==> config.mk <==
export PLATFORM = sky130hd
export DESIGN_NAME = fsv_fault_supervisor
export DESIGN_NICKNAME = d
export VERILOG_FILES = /design/src/logic/fsv_pkg.sv /design/src/logic/fsv_restart_timer.sv /design/src/logic/fsv_fault_supervisor.sv
export SDC_FILE = /design/constraint.sdc
export NUM_CORES = 1
export LEC_CHECK = 0
export BUFFER_PORTS_ARGS = -buffer_cell sky130_fd_sc_hd__buf_2
export CAP_MARGIN = 20
export CORE_MARGIN = 1.5
export CORE_UTILIZATION = 59
export CTS_BUF_LIST = sky130_fd_sc_hd__clkbuf_16
export CTS_CLUSTER_SIZE = 8
export DETAILED_ROUTE_END_ITERATION = 10
export PLACE_DENSITY = 0.87
export SKIP_LAST_GASP = 1
export SYNTH_ARGS = -nofsm -noshare
export SYNTH_HDL_FRONTEND = slang
export SYNTH_SLANG_ARGS = --single-unit
==> constraint.sdc <==
create_clock -name clk_sys_i -period 3.3 [get_ports clk_sys_i]
set_input_delay 0.495 -clock clk_sys_i [delete_from_list [all_inputs] [get_ports clk_sys_i]]
set_output_delay 0.495 -clock clk_sys_i [all_outputs]
set_load 0.02 [all_outputs]
==> src/logic/fsv_pkg.sv <==
// Purpose: Shared constants and carrier types for the fault supervisor
// Assumes: 40 MHz system clock
// Notes:   Status one and two bit layouts are per channel, two channels
package fsv_pkg;

    localparam int unsigned CLK_HZ        = 40_000_000;
    localparam int unsigned NUM_CH        = 2;
    // Restart timer base 3.6 ms, doubled per select step up to 28.8 ms
    localparam int unsigned RESTART_US    = 3600;
    localparam int unsigned RESTART_CYC   = (RESTART_US * (CLK_HZ / 1000)) / 1000;
    localparam int unsigned WD_BITS       = 25;
    localparam logic [4:0]  WD_TAP_RST    = 5'h18;
    localparam logic        WD_EN_RST     = 1'b1;
    localparam logic [1:0]  WD_LIMP_COUNT = 2'h3;
    localparam logic [1:0]  RT_SEL_RST    = 2'h0;

    // Status one field positions, per channel
    localparam int unsigned S1_SHORT  = 0;
    localparam int unsigned S1_HSLIM  = 1;
    localparam int unsigned S1_LSLIM  = 2;
    localparam int unsigned S1_COMPOV = 3;
    // Status two field positions, per channel
    localparam int unsigned S2_THERM  = 0;
    localparam int unsigned S2_BSTUV  = 1;
    localparam int unsigned S2_TOFF   = 2;
    // Status three field positions
    localparam int unsigned S3_PC     = 0;
    localparam int unsigned S3_SPE    = 1;
    localparam int unsigned S3_LIMP   = 2;
    localparam int unsigned S3_TW     = 3;
    localparam int unsigned S3_ANALOG_SUPPLY_UNDERVOLTAGE_FLAG  = 4;

    typedef struct packed {
        logic thermal;
        logic hs_limit;
        logic ls_limit;
        logic short_out;
        logic bst_uv;
        logic comp_ov;
        logic toff_min;
        logic vin_uv;
    } fsv_ch_cond_t;

    typedef struct packed {
        logic       thermal_latch_select;
        logic       highside_limit_latch_select;
        logic       lowside_limit_latch_select;
    } fsv_ch_cfg_t;

    typedef enum logic [1:0] {
        FSV_RD_NONE,
        FSV_RD_ONE,
        FSV_RD_TWO,
        FSV_RD_THREE
    } fsv_rd_sel_t;

endpackage

==> src/logic/fsv_restart_timer.sv <==
// Purpose: Per-channel restart fault timer
// Assumes: start is a one-cycle pulse
// Notes:   Expiry is a one-cycle pulse
`timescale 1ns/10ps
`default_nettype none
module fsv_restart_timer (
    input  wire logic       clk_sys_i,
    input  wire logic       arst_n_i,
    input  wire logic       ce_i,
    input  wire logic       start_i,
    input  wire logic [1:0] sel_i,
    output logic            busy_o,
    output logic            done_o
);
    import fsv_pkg::*;

    logic [23:0] cnt_q;

    always_ff @(posedge clk_sys_i or negedge arst_n_i) begin
        if (!arst_n_i) begin
            cnt_q  <= 24'h0;
            busy_o <= 1'b0;
            done_o <= 1'b0;
        end else if (ce_i) begin
            done_o <= 1'b0;
            if (start_i) begin
                // 3.6, 7.2, 14.4 or 28.8 ms
                cnt_q  <= 24'(RESTART_CYC) << sel_i;
                busy_o <= 1'b1;
            end else if (busy_o) begin
                if (cnt_q <= 24'h1) begin
                    busy_o <= 1'b0;
                    done_o <= 1'b1;
                end
                cnt_q <= cnt_q - 24'h1;
            end
        end
    end
endmodule
`default_nettype wire

==> src/logic/fsv_fault_supervisor.sv <==
// Purpose: Fault flags, latch/restart control, watchdog and fault pin
// Assumes: Analog condition inputs are asynchronous and synchronised here;
//          SPI framing lives outside and gives same-clock strobes
// Notes:   Status flags clear on the end of the read-response transfer
`timescale 1ns/10ps
`default_nettype none
// Functional notes
// - Every fault or diagnostic except core and input undervoltage sets a sticky flag.
// - Status read clears flags whose condition has gone; persisting ones stay.
// - Clearing happens at end of read-response transfer, not command frame.
// - Latch bit high: thermal or current-limit fault holds the channel off.
// - Latched channel resumes only after flag cleared and enable written again.
// - Latch bit zero: fault runs automatic restart instead of holding off.
// - Non-latched thermal restarts with soft-start when sensor reports recovery.
// - Non-latched current limit starts fault timer; switching resumes on expiry.
// - Two-bit select gives restart timer from 3.6 ms to 28.8 ms.
// - Watchdog runs on system clock and is enabled after reset.
// - Watchdog is 25-bit counter, tap selectable, default tap bit 24.
// - Watchdog timeout sets the SPI error flag.
// - Current limits and thermal fault pull the active-low fault pin low.
// - Writing release frees the fault pin when no fault remains active.
// - Power cycle has flag, asserts fault pin, latches, no restart timer.
// - Bootstrap undervoltage sets its flag, turns high side off and forces low side on.
// - Input undervoltage has no flag; it only stops switching.
// - Limp-home entry sets a flag only; no pin, timer or latch.
// - Output short flag set when sense negative input falls below threshold.
// - Output short never stops switching.
// - High-side limit turns high side off, low side on, sets flag.
// - Thermal protection shuts channel down and sets status two flag.
// - Three consecutive watchdog timeouts enter limp-home.
module fsv_fault_supervisor (
    input  wire logic                   clk_sys_i,
    input  wire logic                   arst_n_i,
    input  wire logic                   ce_i,
    input  wire fsv_pkg::fsv_ch_cond_t  ch_cond_i [2],
    input  wire logic                   thermal_warning_i,
    input  wire logic                   analog_supply_uv_i,
    input  wire fsv_pkg::fsv_ch_cfg_t   ch_cfg_i [2],
    input  wire logic [1:0]             restart_timer_select_i,
    input  wire logic [1:0]             channel_enable_set_i,
    input  wire logic                   watchdog_enable_wr_i,
    input  wire logic                   watchdog_enable_val_i,
    input  wire logic                   watchdog_tap_wr_i,
    input  wire logic [4:0]             watchdog_tap_val_i,
    input  wire logic                   spi_frame_ok_i,
    input  wire logic                   fault_pin_release_i,
    input  wire logic                   rd_done_i,
    input  wire fsv_pkg::fsv_rd_sel_t   rd_sel_i,
    output logic [7:0]                  fault_status_one_o,
    output logic [5:0]                  fault_status_two_o,
    output logic [4:0]                  fault_status_three_o,
    output logic [1:0]                  channel_enable_bit_o,
    output logic [1:0]                  switching_en_o,
    output logic [1:0]                  soft_start_o,
    output logic [1:0]                  highside_on_en_o,
    output logic [1:0]                  lowside_force_on_o,
    output logic                        watchdog_enable_bit_o,
    output logic [4:0]                  watchdog_tap_select_o,
    output logic                        limp_home_o,
    output logic                        fault_output_pin_oe_n_o
);
    import fsv_pkg::*;

    // Two-stage synchronisers for the analog condition levels
    fsv_ch_cond_t cs1_q [2];
    fsv_ch_cond_t cs_q  [2];
    logic [1:0]   gs1_q, gs_q;

    always_ff @(posedge clk_sys_i or negedge arst_n_i) begin
        if (!arst_n_i) begin
            cs1_q <= '{default: '0};
            cs_q  <= '{default: '0};
            gs1_q <= 2'h0;
            gs_q  <= 2'h0;
        end else if (ce_i) begin
            cs1_q <= ch_cond_i;
            cs_q  <= cs1_q;
            gs1_q <= {analog_supply_uv_i, thermal_warning_i};
            gs_q  <= gs1_q;
        end
    end

    // Sticky flag update: set wins over clear-on-read
    function automatic logic sticky(input logic flag, input logic cond,
                                    input logic clr);
        sticky = cond | (flag & ~clr);
    endfunction

    logic clr1, clr2, clr3;
    assign clr1 = rd_done_i && (rd_sel_i == FSV_RD_ONE);
    assign clr2 = rd_done_i && (rd_sel_i == FSV_RD_TWO);
    assign clr3 = rd_done_i && (rd_sel_i == FSV_RD_THREE);

    logic [1:0] limp_set;

    // Power-cycle flag starts set; reset stands for power-on
    always_ff @(posedge clk_sys_i or negedge arst_n_i) begin
        if (!arst_n_i) begin
            fault_status_one_o   <= 8'h0;
            fault_status_two_o   <= 6'h0;
            fault_status_three_o <= 5'h1;
        end else if (ce_i) begin
            for (int c = 0; c < NUM_CH; c++) begin
                // Flag stays while condition persists, otherwise cleared by the matching status read
                fault_status_one_o[4*c+S1_SHORT] <= sticky(
                    fault_status_one_o[4*c+S1_SHORT], cs_q[c].short_out, clr1);
                fault_status_one_o[4*c+S1_HSLIM] <= sticky(
                    fault_status_one_o[4*c+S1_HSLIM], cs_q[c].hs_limit, clr1);
                fault_status_one_o[4*c+S1_LSLIM] <= sticky(
                    fault_status_one_o[4*c+S1_LSLIM], cs_q[c].ls_limit, clr1);
                fault_status_one_o[4*c+S1_COMPOV] <= sticky(
                    fault_status_one_o[4*c+S1_COMPOV], cs_q[c].comp_ov, clr1);
                fault_status_two_o[3*c+S2_THERM] <= sticky(
                    fault_status_two_o[3*c+S2_THERM], cs_q[c].thermal, clr2);
                fault_status_two_o[3*c+S2_BSTUV] <= sticky(
                    fault_status_two_o[3*c+S2_BSTUV], cs_q[c].bst_uv, clr2);
                fault_status_two_o[3*c+S2_TOFF] <= sticky(
                    fault_status_two_o[3*c+S2_TOFF], cs_q[c].toff_min, clr2);
            end
            // Power cycle has no live condition after start-up
            fault_status_three_o[S3_PC] <= sticky(
                fault_status_three_o[S3_PC], 1'b0, clr3);
            fault_status_three_o[S3_SPE] <= sticky(
                fault_status_three_o[S3_SPE], limp_set[0], clr3);
            fault_status_three_o[S3_LIMP] <= sticky(
                fault_status_three_o[S3_LIMP], limp_set[1], clr3);
            fault_status_three_o[S3_TW] <= sticky(
                fault_status_three_o[S3_TW], gs_q[0], clr3);
            fault_status_three_o[S3_ANALOG_SUPPLY_UNDERVOLTAGE_FLAG] <= sticky(
                fault_status_three_o[S3_ANALOG_SUPPLY_UNDERVOLTAGE_FLAG], gs_q[1], clr3);
        end
    end

    // Per-channel latch and restart control
    logic [1:0] latched_q, therm_wait_q, tmr_start, tmr_busy, tmr_done;
    logic [1:0] lat_evt, cl_evt, th_evt, flag_live, pc_latch;

    always_comb begin
        for (int c = 0; c < NUM_CH; c++) begin
            th_evt[c] = cs_q[c].thermal;
            cl_evt[c] = cs_q[c].hs_limit | cs_q[c].ls_limit;
            lat_evt[c] = (th_evt[c] & ch_cfg_i[c].thermal_latch_select)
                | (cs_q[c].hs_limit & ch_cfg_i[c].highside_limit_latch_select)
                | (cs_q[c].ls_limit & ch_cfg_i[c].lowside_limit_latch_select);
            flag_live[c] = fault_status_one_o[4*c+S1_HSLIM]
                         | fault_status_one_o[4*c+S1_LSLIM]
                         | fault_status_two_o[3*c+S2_THERM];
            // Non-latched current limit arms timer whenever present and timer idle
            tmr_start[c] = ce_i & cl_evt[c] & ~lat_evt[c] & ~tmr_busy[c];
        end
        pc_latch = {2{fault_status_three_o[S3_PC]}};
    end

    for (genvar g = 0; g < 2; g++) begin : g_tmr
        fsv_restart_timer u_tmr (
            .clk_sys_i (clk_sys_i),
            .arst_n_i  (arst_n_i),
            .ce_i      (ce_i),
            .start_i   (tmr_start[g]),
            .sel_i     (restart_timer_select_i),
            .busy_o    (tmr_busy[g]),
            .done_o    (tmr_done[g])
        );
    end

    always_ff @(posedge clk_sys_i or negedge arst_n_i) begin
        if (!arst_n_i) begin
            latched_q            <= 2'h0;
            therm_wait_q         <= 2'h0;
            channel_enable_bit_o <= 2'h0;
        end else if (ce_i) begin
            for (int c = 0; c < NUM_CH; c++) begin
                if (lat_evt[c]) begin
                    latched_q[c]            <= 1'b1;
                    channel_enable_bit_o[c] <= 1'b0;
                end else if (channel_enable_set_i[c] && !flag_live[c]) begin
                    // Enable rewrite after flag cleared reopens channel
                    latched_q[c]            <= 1'b0;
                    channel_enable_bit_o[c] <= ~pc_latch[c];
                end
                // Thermal auto-restart waits for sensor recovery
                if (th_evt[c] && !lat_evt[c])
                    therm_wait_q[c] <= 1'b1;
                else if (!cs_q[c].thermal)
                    therm_wait_q[c] <= 1'b0;
            end
        end
    end

    // Switch drive decisions; short plays no part, bootstrap undervoltage steers high and low side
    always_ff @(posedge clk_sys_i or negedge arst_n_i) begin
        if (!arst_n_i) begin
            switching_en_o     <= 2'h0;
            soft_start_o       <= 2'h0;
            highside_on_en_o   <= 2'h0;
            lowside_force_on_o <= 2'h0;
        end else if (ce_i) begin
            for (int c = 0; c < NUM_CH; c++) begin
                switching_en_o[c] <= channel_enable_bit_o[c] & ~latched_q[c]
                    & ~cs_q[c].thermal & ~therm_wait_q[c]
                    & ~cl_evt[c] & ~tmr_busy[c]
                    & ~cs_q[c].vin_uv;
                soft_start_o[c] <= therm_wait_q[c] & ~cs_q[c].thermal
                    | tmr_done[c];
                highside_on_en_o[c]   <= ~(cs_q[c].hs_limit | cs_q[c].bst_uv)
                    & ~cs_q[c].ls_limit;
                lowside_force_on_o[c] <= (cs_q[c].hs_limit | cs_q[c].bst_uv)
                    & ~cs_q[c].ls_limit;
            end
        end
    end

    // Communication watchdog
    logic [WD_BITS-1:0] wd_cnt_q;
    logic [1:0]         wd_to_cnt_q;
    logic               wd_hit;

    assign wd_hit = watchdog_enable_bit_o && wd_cnt_q[watchdog_tap_select_o];

    always_ff @(posedge clk_sys_i or negedge arst_n_i) begin
        if (!arst_n_i) begin
            watchdog_enable_bit_o <= WD_EN_RST;
            watchdog_tap_select_o <= WD_TAP_RST;
        end else if (ce_i) begin
            if (watchdog_enable_wr_i)
                watchdog_enable_bit_o <= watchdog_enable_val_i;
            if (watchdog_tap_wr_i)
                watchdog_tap_select_o <= watchdog_tap_val_i;
        end
    end

    always_ff @(posedge clk_sys_i or negedge arst_n_i) begin
        if (!arst_n_i) begin
            wd_cnt_q    <= '0;
            wd_to_cnt_q <= 2'h0;
            limp_home_o <= 1'b0;
            limp_set    <= 2'h0;
        end else if (ce_i) begin
            limp_set <= 2'h0;
            if (spi_frame_ok_i || !watchdog_enable_bit_o) begin
                wd_cnt_q <= '0;
                if (spi_frame_ok_i)
                    wd_to_cnt_q <= 2'h0;
            end else if (wd_hit) begin
                wd_cnt_q    <= '0;
                limp_set[0] <= 1'b1;
                if (wd_to_cnt_q != WD_LIMP_COUNT)
                    wd_to_cnt_q <= wd_to_cnt_q + 2'h1;
                if (wd_to_cnt_q == WD_LIMP_COUNT - 2'h1) begin
                    limp_home_o <= 1'b1;
                    limp_set[1] <= 1'b1;
                end
            end else begin
                wd_cnt_q <= wd_cnt_q + 25'h1;
            end
        end
    end

    // Fault pin: pulled low (oe_n low) until release with no live fault
    logic [1:0] pin_evt;
    assign pin_evt = th_evt | cl_evt;

    always_ff @(posedge clk_sys_i or negedge arst_n_i) begin
        if (!arst_n_i) begin
            fault_output_pin_oe_n_o <= 1'b0;
        end else if (ce_i) begin
            if (|pin_evt)
                fault_output_pin_oe_n_o <= 1'b0;
            else if (fault_pin_release_i)
                fault_output_pin_oe_n_o <= 1'b1;
        end
    end
endmodule
`default_nettype wire

== Word level (Yosys, flattened, before mapping) ==
Cells that the tools add are included.

* Output and inout bits: 37
* Register bits: 158
* Input bits: 44
* Logic and storage cells: 255

* Bitwise gates (word level): 105
* Shift operators: 1
* Reductions and logical operators: 33
* Add/sub/neg operators: 4
* Eq/ne operators: 8
* Order comparisons: 3
* Multiplexer cells: 41

{| class="wikitable"
|+ Operators by type and width
! operator !! count
|-
| two-way mux 24 bit || 4
|-
| two-way mux 25 bit || 2
|-
| bitwise AND 1 bit || 49
|-
| less-or-equal comparator 24 x 1 -> 1 bit (second input constant) || 2
|-
| subtractor 24 x 1 -> 24 bit (second input constant) || 2
|-
| bitwise OR 1 bit || 32
|-
| two-way mux 1 bit || 28
|-
| adder 25 x 1 -> 25 bit (second input constant) || 1
|-
| left shift 18 x 2 -> 24 bit (first input constant) || 1
|-
| NOT 1 bit || 23
|-
| AND reduction 2 bit || 9
|-
| nonzero test 2 bit || 7
|-
| two-way mux 2 bit || 6
|-
| logical AND 1 bit || 8
|-
| AND reduction 4 bit || 2
|-
| == test 2 bit (second input constant) || 3
|-
| < comparator 5 x 6 -> 1 bit (second input constant) || 1
|-
| binary-select mux 1 bit (select 5 bit) || 1
|-
| logical NOT 1 bit || 5
|-
| != test 2 x 1 -> 1 bit (second input constant) || 2
|-
| != test 2 bit (second input constant) || 2
|-
| adder 2 x 1 -> 2 bit (second input constant) || 1
|-
| == test 2 x 1 -> 1 bit (second input constant) || 1
|-
| bitwise OR 2 bit || 1
|-
| 2 further kinds || 2
|}

== Depth between registers and ports, before layout ==
Gate-level depths: netlist of the first run.

* Depth after elaboration: 8
* Depth in mapped cells: 9
* Mapped depth without buffers: 8

== Hierarchy ==
A second synthesis of the first run with hierarchy kept.

* Cells, all modules: 755
* Area, all modules: 7933.9 µm²

{| class="wikitable"
|+ By module, submodules not included
! module !! sequential area each (µm²) !! times used !! area each (µm²) !! cells each
|-
| fsv_fault_supervisor || 2657.5 || 1 || 4702.0 || 386
|-
| fsv_restart_timer (g_tmr[0].u_tmr) || 650.6 || 1 || 1624.1 || 185
|-
| fsv_restart_timer (g_tmr[1].u_tmr) || 650.6 || 1 || 1607.8 || 184
|}

== Worst setup path after synthesis of the first run ==
No wires, ideal clock.

* Path kind: register to register
* From: register g_tmr[1].u_tmr.cnt_q[0]
* To: register g_tmr[1].u_tmr.cnt_q[22]
* Required time: 3.171 ns
* Stages on the path, launching flop included: 10
* Arrival time: 2.316 ns
* Setup slack: 0.855 ns
* Setup time: 0.129 ns
* Path buffers: 1
* Clock period less this slack: 2.445 ns
* Path through: dfrtp_1 -> inv_1 -> ha_1 -> or3b_2 -> or3_1 -> clkbuf_2 -> or4_4 -> nor4_4 -> xnor2_1 -> nor2_2

* Cells in the longest elaborated chain, start to end: 3

{| class="wikitable"
|+ Ends and longest elaborated chain
! item !! RTL line !! RTL
|-
| start: declaration || fsv_restart_timer.sv:17 || <nowiki>logic [23:0] cnt_q;</nowiki>
|-
| start signal: assignment || fsv_restart_timer.sv:28 || <nowiki>cnt_q <= 24'(RESTART_CYC) << sel_i;</nowiki>
|-
| start signal: assignment || fsv_restart_timer.sv:35 || <nowiki>cnt_q <= cnt_q - 24'h1;</nowiki>
|-
| subtractor 24 x 1 -> 24 bit || fsv_restart_timer.sv:35 ||
|-
| two-way mux 24 bit || fsv_restart_timer.sv:30 || <nowiki>end else if (busy_o) begin</nowiki>
|-
| two-way mux 24 bit || fsv_restart_timer.sv:26 || <nowiki>if (start_i) begin</nowiki>
|}

Every way passes these cells. The select of a mux whose other input is x is not followed.
A chain may end at the register's enable or synchronous reset.

== Worst setup path after layout of the first run ==
Same ends and word-level chain as after synthesis.

==> reports/metrics.cfg, run 1 <==
[run_status]
status=complete, no violations

[setup_path]
reg2reg_slack_ns=0.67
worstSetupPathType=reg2reg
slowest_stage=or3b_2
r2r_end=g_tmr[1].u_tmr.cnt_q[22]
path_buf_inv=1
worstSetupEndpointType=register
crit_start=g_tmr[1].u_tmr.cnt_q[0]
critical_path.max_stage_delay_ns=0.50
critical_path.max_fanout=7
path_cells=inv_1, ha_1, or3b_2, or3_1, or4_4, nor4_4, xnor2_1, nor2_2
r2r_start=g_tmr[1].u_tmr.cnt_q[0]
path_delay_family=simple AND/OR/NAND/NOR gates
worstRegToRegCells=8
critical_path_arrival_ns=2.94
cp-start-kind=register
cp.required_ns=3.61

[timing]
slew_headroom_pct=39.7
worst_pin_slew_ns=0.896
finalSetupTns_ns=0
rsz0062_at_grt=no
fin_ws_ns=0.668
setup_viol=0
finalCritPeriodShare_pct=79.8
slew_violations=0
whs_ns=0.128
fin_crit_ns=2.63
fmax_mhz=380
clock_skew_ns=0.00980
hold_viol=0

[clocking]
path_clk_slew_ns=0.06
cts_buffer_depth=2
root_buffer=clkbuf_16
numCtsBuffers=17
htreeDepth=4
cts_setup_buffers=0
ctsHoldBuffers=0
worstSkewPairLatency_ns=0.43
cts_tree=built
cts.sinks=158
ctsResizeCount=0

[placement]
dpl_cell_area_mm2=0.00829
io_buffers=80
pre_cts_ws_ns=0.737
dp_hpwl_um=12100
routabilityCongestion=0.856

[drt]
route.detailed.drc=0
vias=6191
drt_iter0_markers=485
post_drt_wl_per_cell_um=18.0
drtAntennaViolNets=0
avgViaCountPerCell=6.15
drt-total-wl_um=18100
first_pass_iters=7

[synth]
synth_edf_count=0
synth.distinct_cells=68
synthFlopType=dfrtp_1
yosysWarningCount=0
synthArstFlopShare_pct=100
syn_nets=798
synthCells=743
yosysSeqAreaShare_pct=51.5
synth-seq-cells=158
synth.avg_cell_area_um2=10.3
syn_area_mm2=0.00768

[global_route]
grt_util_all_layers_pct=27.5
grt_pass1_wl_um=29200
antenna_found_initial=0
grt_max_degree=90
gr-total-overflow=0
grt_pass1_vias=6003

[cells_and_area]
fin_area_mm2=0.00890
nNetsFinal=877
fin_util_pct=70.2
layout-drive-gt1-share_pct=23.5
synthToLayoutAreaGrowth_pct=15.9
antenna_cells=0
register_area_mm2=0.00396
multi_input_area_mm2=0.00349
num-fill-cells=861

[pwr]
p_per_area_mw_per_mm2=653
p_leak_nw=3.89
irDropWorstVdd_mv=0.642

[min_path]
hold_class=in2async

[die]
start_util_pct=60.6
core_mm2=0.0127
die_w_um=117
die_area_mm2=0.0137
die_y_um=117
io_pins=81
row_count=41

[flow_run]
maxCapViolations=0

-- metrics by stage --
stage,std cells,total power [mW]
final,1007,5.81
after global routing,1007,6.08
after CTS,1007,5.81
after detailed placement,975,3.76
after global placement,975,3.68
after floorplan,743,3.37
-- synth_stat cells (3+ instances only) --
| cell | number | area share, % |
|---|---|---|
| dfrtp_1 | 154 | 50 |
| nor2_1 | 81 | 4.0 |
| nand2_1 | 51 | 2.5 |
| o21ai_0 | 49 | 3.2 |
| mux2_2 | 44 | 6.5 |
| a21oi_1 | 37 | 2.4 |
| inv_1 | 27 | 1.3 |
| nor3_1 | 22 | 1.4 |
| clkbuf_1 | 20 | 0.98 |
| a22o_1 | 19 | 2.2 |
| xnor2_1 | 19 | 2.2 |
| nand3_1 | 18 | 1.2 |
| xor2_1 | 18 | 2.1 |
| nor4_1 | 14 | 1.1 |
| a31oi_1 | 12 | 0.98 |
| ha_1 | 11 | 1.8 |
| nand4_1 | 10 | 0.81 |
| buf_1 | 9 | 0.44 |
| and3_1 | 8 | 0.65 |
| nor2b_1 | 8 | 0.65 |
| nand2b_1 | 6 | 0.49 |
| o22ai_1 | 6 | 0.49 |
| and2_1 | 5 | 0.41 |
| nor4b_1 | 5 | 0.57 |
| or3_1 | 5 | 0.41 |
| dfstp_2 | 4 | 1.4 |
| mux2i_1 | 4 | 0.52 |
| o21a_1 | 4 | 0.39 |
| o22a_1 | 4 | 0.46 |
| or2_2 | 4 | 0.33 |
| or4_1 | 4 | 0.39 |
| a32o_1 | 3 | 0.39 |
| and4_1 | 3 | 0.34 |
| mux4_2 | 3 | 0.88 |
| nand4b_1 | 3 | 0.34 |
| o31a_1 | 3 | 0.34 |
| o31ai_1 | 3 | 0.29 |
-- worst register-to-register path: cells and delay by family (launching register included) --
family	cells	cell delay [ns]
buffers and inverters	1	0.08
AND/OR/NAND/NOR	5	1.66
XOR/XNOR	1	0.16
flip-flops	1	0.43
adder cells (fa/ha/maj)	1	0.17
-- final cells by class --
cell class | count | share of cell area (%)
sequential | 158 | 44.5
clock buffer | 17 | 4.78
multi-input combinational | 524 | 39.2
clock inverter | 15 | 2.07
inverter | 28 | 1.18
timing repair buffer | 93 | 5.84
tap | 172 | 2.42
-- layout by cell type (no fill, tap or decap), drive strengths merged, types with 4 or more instances in the layout --
| master | count |
|---|---|
| dfrtp | 154 |
| buf | 93 |
| nor2 | 82 |
| nand2 | 51 |
| o21ai | 50 |
| mux2 | 44 |
| a21oi | 37 |
| inv | 34 |
| nor3 | 23 |
| xnor2 | 19 |
| a22o | 19 |
| nand3 | 18 |
| xor2 | 18 |
| clkbuf | 17 |
| nor4 | 17 |
| a31oi | 12 |
| ha | 11 |
| nand4 | 10 |
| and3 | 8 |
| nor2b | 8 |
| nor4b | 7 |
| or4 | 7 |
| nand2b | 6 |
| o22ai | 6 |
| clkinv | 6 |
| or3 | 5 |
| and2 | 5 |
| mux2i | 4 |
| or2 | 4 |
| o21a | 4 |
| o22a | 4 |
| dfstp | 4 |
-- registers in the layout (all words and copies together), names as in the netlist --
register,count
channel_enable_bit_o,2
cs1_q,16
cs_q,16
fault_output_pin_oe_n_o,1
fault_status_one_o,8
fault_status_three_o,5
fault_status_two_o,6
g_tmr.u_tmr.busy_o,2
g_tmr.u_tmr.cnt_q,48
g_tmr.u_tmr.done_o,2
gs1_q,2
gs_q,2
highside_on_en_o,2
latched_q,2
limp_home_o,1
limp_set,2
lowside_force_on_o,2
soft_start_o,2
switching_en_o,2
therm_wait_q,2
watchdog_enable_bit_o,1
watchdog_tap_select_o,5
wd_cnt_q,25
wd_to_cnt_q,2
-- routing by layer --
| metal | vias to the layer above | global-route usage, % | wire length (um) |
|---|---|---|---|
| li1 | 2834 | - | - |
| met1 | 3098 | 34.9 | 7420 |
| met2 | 223 | 46.1 | 9280 |
| met3 | 36 | 7.05 | 1060 |
| met4 | 0 | 9.88 | 333 |
| met5 | - | 0 | 0 |
-- how the worst max path moves through the flow --
stage                               end  slack (ns)  cells past startpoint
2_1_floorplan  g_tmr[1].u_tmr.cnt_q[22]        0.85                      9
3_3_place_gp   g_tmr[1].u_tmr.cnt_q[22]        0.80                      8
3_5_place_dp   g_tmr[1].u_tmr.cnt_q[22]        0.74                      8
4_1_cts        g_tmr[1].u_tmr.cnt_q[22]        0.67                      8
5_1_grt        g_tmr[1].u_tmr.cnt_q[14]        0.52                      8
6_report       g_tmr[1].u_tmr.cnt_q[22]        0.67                      8
-- cells by family (layout without fill, tap and decap cells) --
logic type	after synthesis	after routing	share of synthesized area [%]
flops	158	158	51.5
compound gates	161	161	13.5
xor+xnor	37	37	4.22
simple gates	264	264	18.0
mux	51	51	7.85
fa+ha+maj	11	11	1.79
buf+inv	61	153	3.13
-- report_power, final --
part	switching [mW]	internal, mW	total (mW)
clock	0.838	1.20	2.04
sequential	0.391	2.31	2.70
combinational	0.611	0.457	1.07
Power figures use the tool's default switching activity.
==> run 2: changes to the inputs <==
--- a/config.mk
+++ b/config.mk
@@ -5,14 +5,15 @@
 export SDC_FILE = /design/constraint.sdc
 export NUM_CORES = 1
 export LEC_CHECK = 0
+export ABC_AREA = 1
 export BUFFER_PORTS_ARGS = -buffer_cell sky130_fd_sc_hd__buf_2
 export CAP_MARGIN = 20
 export CORE_MARGIN = 1.5
-export CORE_UTILIZATION = 59
+export CORE_UTILIZATION = 54
 export CTS_BUF_LIST = sky130_fd_sc_hd__clkbuf_16
 export CTS_CLUSTER_SIZE = 8
 export DETAILED_ROUTE_END_ITERATION = 10
-export PLACE_DENSITY = 0.87
+export PLACE_DENSITY = 0.84
 export SKIP_LAST_GASP = 1
 export SYNTH_ARGS = -nofsm -noshare
 export SYNTH_HDL_FRONTEND = slang
==> constraint.sdc (replaced) <==
create_clock -name clk_sys_i -period 2.2 [get_ports clk_sys_i]
set_input_delay 0.33 -clock clk_sys_i [delete_from_list [all_inputs] [get_ports clk_sys_i]]
set_output_delay 0.33 -clock clk_sys_i [all_outputs]
set_load 0.02 [all_outputs]
==> run 2 against run 1 <==
- core utilization fell by 6.1 points
- non-clock buffer count rose by 6
- die area rose by 16%
- critical path depth rose by 3
==> reports/metrics.cfg, run 2 <==
[synth]
synth_edf_count=0
synth.distinct_cells=46
syn_nets=1089
yosysTopAreaCell=dfrtp_1
synth_top_area_share_pct=47.0
synthTopCellsByCount=nand2_1, dfrtp_1, inv_1
synthFlopType=dfrtp_1
synth-seq-cells=158
synth_most_common_cell=nand2_1
synthArstFlopShare_pct=100
syn_area_mm2=0.00820
yosysSeqAreaShare_pct=48.3
ys_top_cells_by_area=dfrtp_1, nand2_1, o21ai_0
synthCells=1034
synth.avg_cell_area_um2=7.93
yosysWarningCount=0

[timing]
worst_pin_slew_ns=0.625
finalSetupTns_ns=0
finalCritPeriodShare_pct=90.8
setup_viol=0
fin_ws_ns=0.202
slew_headroom_pct=58.3
whs_ns=0.0972
rsz0062_at_grt=no
clock_skew_ns=0.00743
slew_violations=0
hold_viol=0
fmax_mhz=501
fin_crit_ns=2.00

[clocking]
numCtsBuffers=17
htreeDepth=4
cts_buffer_depth=2
path_clk_slew_ns=0.06
root_buffer=clkbuf_16
cts_tree=built
cts.sinks=158
worstSkewPairLatency_ns=0.43

[drt]
drt-total-wl_um=19700
vias=7384
drtAntennaViolNets=0
route.detailed.drc=0
post_drt_wl_per_cell_um=15.0
drt_iter0_markers=735
first_pass_iters=5
avgViaCountPerCell=5.61

[pwr]
p_leak_nw=4.60
p_per_area_mw_per_mm2=962
clkPwrFrac_pct=31.8
internal_power_mw=5.91
irDropWorstVdd_mv=0.679
p_sw_share_pct=34.8
p_sw_mw=3.16
p_comb_share_pct=24.0
pwr-share-seq_pct=44.2

[die]
start_util_pct=55.8
die_w_um=126
die_area_mm2=0.0159
die_y_um=126
io_pins=81
row_count=44
core_mm2=0.0147

[setup_path]
cp-start-kind=register
path_cells=nand2_1, nand3_1, nor2_2, inv_2, nor2_4, nor2_4, inv_2, nand3_1, inv_1, o21ai_0, a21oi_1
worstSetupPathType=reg2reg
critical_path.max_stage_delay_ns=0.42
slowest_stage=dfrtp_1
r2r_start=cs_q[14]
worstSetupEndpointType=register
critical_path.max_fanout=21
path_buf_inv=3
path_delay_family=simple AND/OR/NAND/NOR gates
cp.required_ns=2.50
critical_path_arrival_ns=2.30
worstRegToRegCells=11
r2r_end=g_tmr[0].u_tmr.cnt_q[4]
reg2reg_slack_ns=0.20

[cells_and_area]
largest_register=g_tmr.u_tmr.cnt_q
fin_util_pct=64.1
num-fill-cells=1251
synthToLayoutAreaGrowth_pct=14.9
biggestRegsByFlops=g_tmr.u_tmr.cnt_q x48, wd_cnt_q x25
nNetsFinal=1175
layout-drive-gt1-share_pct=14.4
largest_reg_flops=48
layout_common_cells=nand2_1, dfrtp_1, inv_1
antenna_cells=0
layout_commonest_cell=nand2_1

[global_route]
antenna_found_initial=0
grt_util_all_layers_pct=26.3
gr-total-overflow=0
grt_pass1_wl_um=33700
grt_max_degree=62
grt_pass1_vias=7130

[min_path]
hp-start=ch_cond_i[10]
hold_class=in2reg
min_to=cs1_q[10]
hold_depth=3

[run_status]
status=complete, no violations

[placement]
pre_cts_ws_ns=-0.0157
io_buffers=80
routabilityCongestion=0.926
dp_hpwl_um=13800

[flow_run]
maxCapViolations=0

-- run 2: changes by cell type after synthesis, sizes merged, moves of 27 or more --
cell   before  now
nand2      51  237
inv        27  135
o21ai      50   98
mux2       44    0
nand3      18   57
nor2       82  117
a21oi      37   64
-- run 2: worst register-to-register path: stages, from the launching register on --
cell and delay, ns:
dfrtp_1 0.42, nand2_1 0.08, nand3_1 0.15, nor2_2 0.07, inv_2 0.08, nor2_4 0.05, nor2_4 0.40, inv_2 0.21
nand3_1 0.16, inv_1 0.06, o21ai_0 0.14, a21oi_1 0.06
-- run 2: layer usage --
| metal | track usage, % | part of all wire [%] | vias up |
|---|---|---|---|
| li1 | - | - | 3555 |
| met4 | 9.94 | 2.1 | 0 |
| met1 | 35.1 | 44 | 3544 |
| met3 | 4.76 | 5.9 | 37 |
| met5 | 0 | 0 | - |
| met2 | 43.0 | 48 | 248 |
-- run 2: through the flow --
step / power, mW / instances / instance area, um2
floorplan: 5.49 / 1034 / 8200
global placement: 6.07 / 1284 / 8820
detailed placement: 6.16 / 1284 / 8820
CTS: 9.06 / 1317 / 9410
global route: 9.62 / 1317 / 9420
finish: 9.07 / 1317 / 9420
-- run 2: layout make-up --
class	count	area, um2	area share [%]
Sequential cell	158	3960	42.0
Multi-Input combinational cell	709	3570	37.9
Timing Repair Buffer	99	579	6.15
Inverter	135	507	5.38
Clock buffer	17	425	4.52
Tap cell	184	230	2.44
Clock inverter	15	150	1.59
-- run 2: cells by family after synthesis --
| group | count (synthesis) | share of synthesized area (%) |
|---|---|---|
| compound gates | 208 | 14.3 |
| fa+ha+maj | 11 | 1.68 |
| xor+xnor | 28 | 2.99 |
| buf+inv | 167 | 8.32 |
| simple gates | 462 | 24.4 |
| flops | 158 | 48.3 |
-- run 2: power groups by stage --
| stage | registers [mW] | clock network, mW | logic [mW] |
|---|---|---|---|
| detailed placement | 4.02 | 0 | 2.14 |
| global route | 4.08 | 3.04 | 2.50 |
| CTS | 3.99 | 2.90 | 2.17 |
| floorplan | 4.00 | 0 | 1.50 |
| finish | 4.01 | 2.88 | 2.18 |
| global placement | 4.01 | 0 | 2.06 |
-- run 2: worst max-delay path by stage --
stage / start / end / slack (ns) / cells after the start
CTS: watchdog_tap_select_o[0] / wd_cnt_q[5] / 0.17 / 11
detailed placement: cs_q[14] / g_tmr[0].u_tmr.cnt_q[4] / -0.02 / 11
global placement: ch_cfg_i[4] / g_tmr[0].u_tmr.cnt_q[4] / 0.03 / 12
finish: cs_q[14] / g_tmr[0].u_tmr.cnt_q[4] / 0.20 / 11
global route: cs_q[14] / g_tmr[0].u_tmr.cnt_q[4] / 0.02 / 11
floorplan: watchdog_tap_select_o[0] / wd_to_cnt_q[0] / 0.52 / 13
-- run 2: timing repair --
item                                    CTS  global route
hold buffers                              1             0
endpoints found under the hold margin    56             0
endpoints found under the setup margin    2             4
gates resized for setup                   1             1
buffers inserted                          0             0
==> run 3: changes to the inputs <==
--- a/config.mk
+++ b/config.mk
@@ -14,6 +14,7 @@
 export CTS_CLUSTER_SIZE = 8
 export DETAILED_ROUTE_END_ITERATION = 10
 export PLACE_DENSITY = 0.84
+export SETUP_SLACK_MARGIN = 0.4
 export SKIP_LAST_GASP = 1
 export SYNTH_ARGS = -nofsm -noshare
 export SYNTH_HDL_FRONTEND = slang
==> run 3 against run 2 <==
- final area grew 4.5%
- die area is the same
- sequential power is essentially flat
- via count grew 4.1%
- non-clock buffer count grew 23
- core utilization grew 2.9 points
- critical endpoint is now g_tmr[0].u_tmr.cnt_q[22]
- clock power is essentially flat
- clock-buffer cell count is the same
- cell count grew 1.9%
- total power grew 2.9%
- global-route usage grew 0.47 points
- maximum frequency grew 13%
==> reports/metrics.cfg, run 3 (synthesis results as in run 2) <==
[run_status]
status=complete, no violations

[pwr]
p_sw_mw=3.31
p_comb_share_pct=25.9
p_per_area_mw_per_mm2=948
clkPwrFrac_pct=30.9
pwr-share-seq_pct=43.2
internal_power_mw=6.02
p_leak_nw=4.75
irDropWorstVdd_mv=0.697
p_sw_share_pct=35.5

[clocking]
path_clk_slew_ns=0.06
root_buffer=clkbuf_16
cts_tree=built
numCtsBuffers=17
htreeDepth=4
cts.sinks=158
worstSkewPairLatency_ns=0.43
cts_buffer_depth=2

[min_path]
hold_class=in2reg

[timing]
worst_pin_slew_ns=0.623
clock_skew_ns=0.00946
setup_viol=0
fin_crit_ns=1.77
finalSetupTns_ns=0
slew_headroom_pct=58.4
fin_ws_ns=0.435
slew_violations=0
finalCritPeriodShare_pct=80.2
rsz0062_at_grt=yes
fmax_mhz=567
hold_viol=0

[placement]
dp_hpwl_um=13800
pre_cts_ws_ns=-0.0157
routabilityCongestion=0.926
io_buffers=80

[setup_path]
cp.required_ns=2.52
slowest_stage=dfrtp_1
critical_path_arrival_ns=2.08
path_buf_inv=1
path_cells=inv_2, ha_4, nand2_1, nor2_4, nand4_1, nor2_2, nand3_1, o21ai_1, a21oi_1
worstSetupEndpointType=register
critical_path.max_stage_delay_ns=0.42
worstSetupPathType=reg2reg
cp-start-kind=register
critical_path.max_fanout=5
path_delay_family=simple AND/OR/NAND/NOR gates

[cells_and_area]
layout_common_cells=nand2_1, dfrtp_1, inv_1
antenna_cells=0
nNetsFinal=1200
biggestRegsByFlops=g_tmr.u_tmr.cnt_q x48, wd_cnt_q x25
num-fill-cells=1178
largest_register=g_tmr.u_tmr.cnt_q
synthToLayoutAreaGrowth_pct=20.0
layout-drive-gt1-share_pct=19.7
layout_commonest_cell=nand2_1
largest_reg_flops=48

[global_route]
grt_pass1_vias=7226
grt_util_all_layers_pct=26.7
grt_pass1_wl_um=34300
antenna_found_initial=0
gr-total-overflow=0
grt_max_degree=62

[drt]
post_drt_wl_per_cell_um=15.7
vias=7684
drt_iter0_markers=835
first_pass_iters=6
drt-total-wl_um=21100
drtAntennaViolNets=0
avgViaCountPerCell=5.73
route.detailed.drc=0

[flow_run]
maxCapViolations=0

[die]
io_pins=81
row_count=44
die_area_mm2=0.0159
core_mm2=0.0147
die_y_um=126
start_util_pct=55.8
die_w_um=126

[run 3: path summary, 6_finish.rpt]
path	end	from	slack [ns]	depth (start not counted)
setup reg to reg	g_tmr[0].u_tmr.cnt_q[22]	g_tmr[0].u_tmr.cnt_q[0]	0.43	9
setup / recovery	g_tmr[0].u_tmr.cnt_q[22]	g_tmr[0].u_tmr.cnt_q[0]	0.43	9
hold / removal	cs1_q[10]	ch_cond_i[10]	0.09	3
min in group asynchronous	g_tmr[1].u_tmr.cnt_q[13]	arst_n_i	0.46	2
max in group asynchronous	watchdog_enable_bit_o	arst_n_i	1.02	3
hold reg to reg	cs1_q[4]	cs1_q[4]	0.47	2
[run 3: cell type report]
cell class	instances	area (um2)	area share, %
clock buffers	17	425	4.32
flip-flops and latches	158	3970	40.3
clock inverters	15	150	1.53
inverters	135	514	5.23
multi-input cells	711	3780	38.4
well taps	184	230	2.34
repair buffers	122	772	7.85
[run 3: layer usage]
layer  GRT usage [%]  share of wire, %
met2            43.8                49
met1            35.6                42
met5               0                 0
met3            4.97               6.3
met4            10.2               2.6
[run 3: worst min-delay path, delay by kind of cell]
family | cells | cell delay [ns]
simple gates | 2 | 0.09
buf+inv | 1 | 0.07
[run 3: through the flow]
step | hold WS (ns) | instances | util [%] | power [mW] | instance area (um2)
2_1_floorplan | 0.0344 | 1034 | - | 5.49 | 8200
3_3_place_gp | 0.357 | 1284 | 60.0 | 6.07 | 8820
3_5_place_dp | 0.364 | 1284 | 60.0 | 6.16 | 8820
4_1_cts | 0.0900 | 1323 | 64.7 | 9.11 | 9500
5_1_grt | 0.0939 | 1342 | 66.9 | 9.87 | 9840
6_report | 0.0948 | 1342 | 66.9 | 9.33 | 9840
[run 3: timing repair]
item	4_1_cts	5_1_grt
setup buffers	4	19
pin swaps	4	17
hold buffers	1	0
endpoints found under the hold margin	56	0
setup endpoints to repair	49	59
resized for setup	15	56
gates cloned	2	0
[run 3: power groups by stage]
stage,logic (mW),registers [mW],clock network (mW)
after CTS,2.22,3.99,2.90
after global routing,2.73,4.09,3.04
final,2.42,4.03,2.88
after global placement,2.06,4.01,0
after detailed placement,2.14,4.02,0
after floorplan,1.50,4.00,0
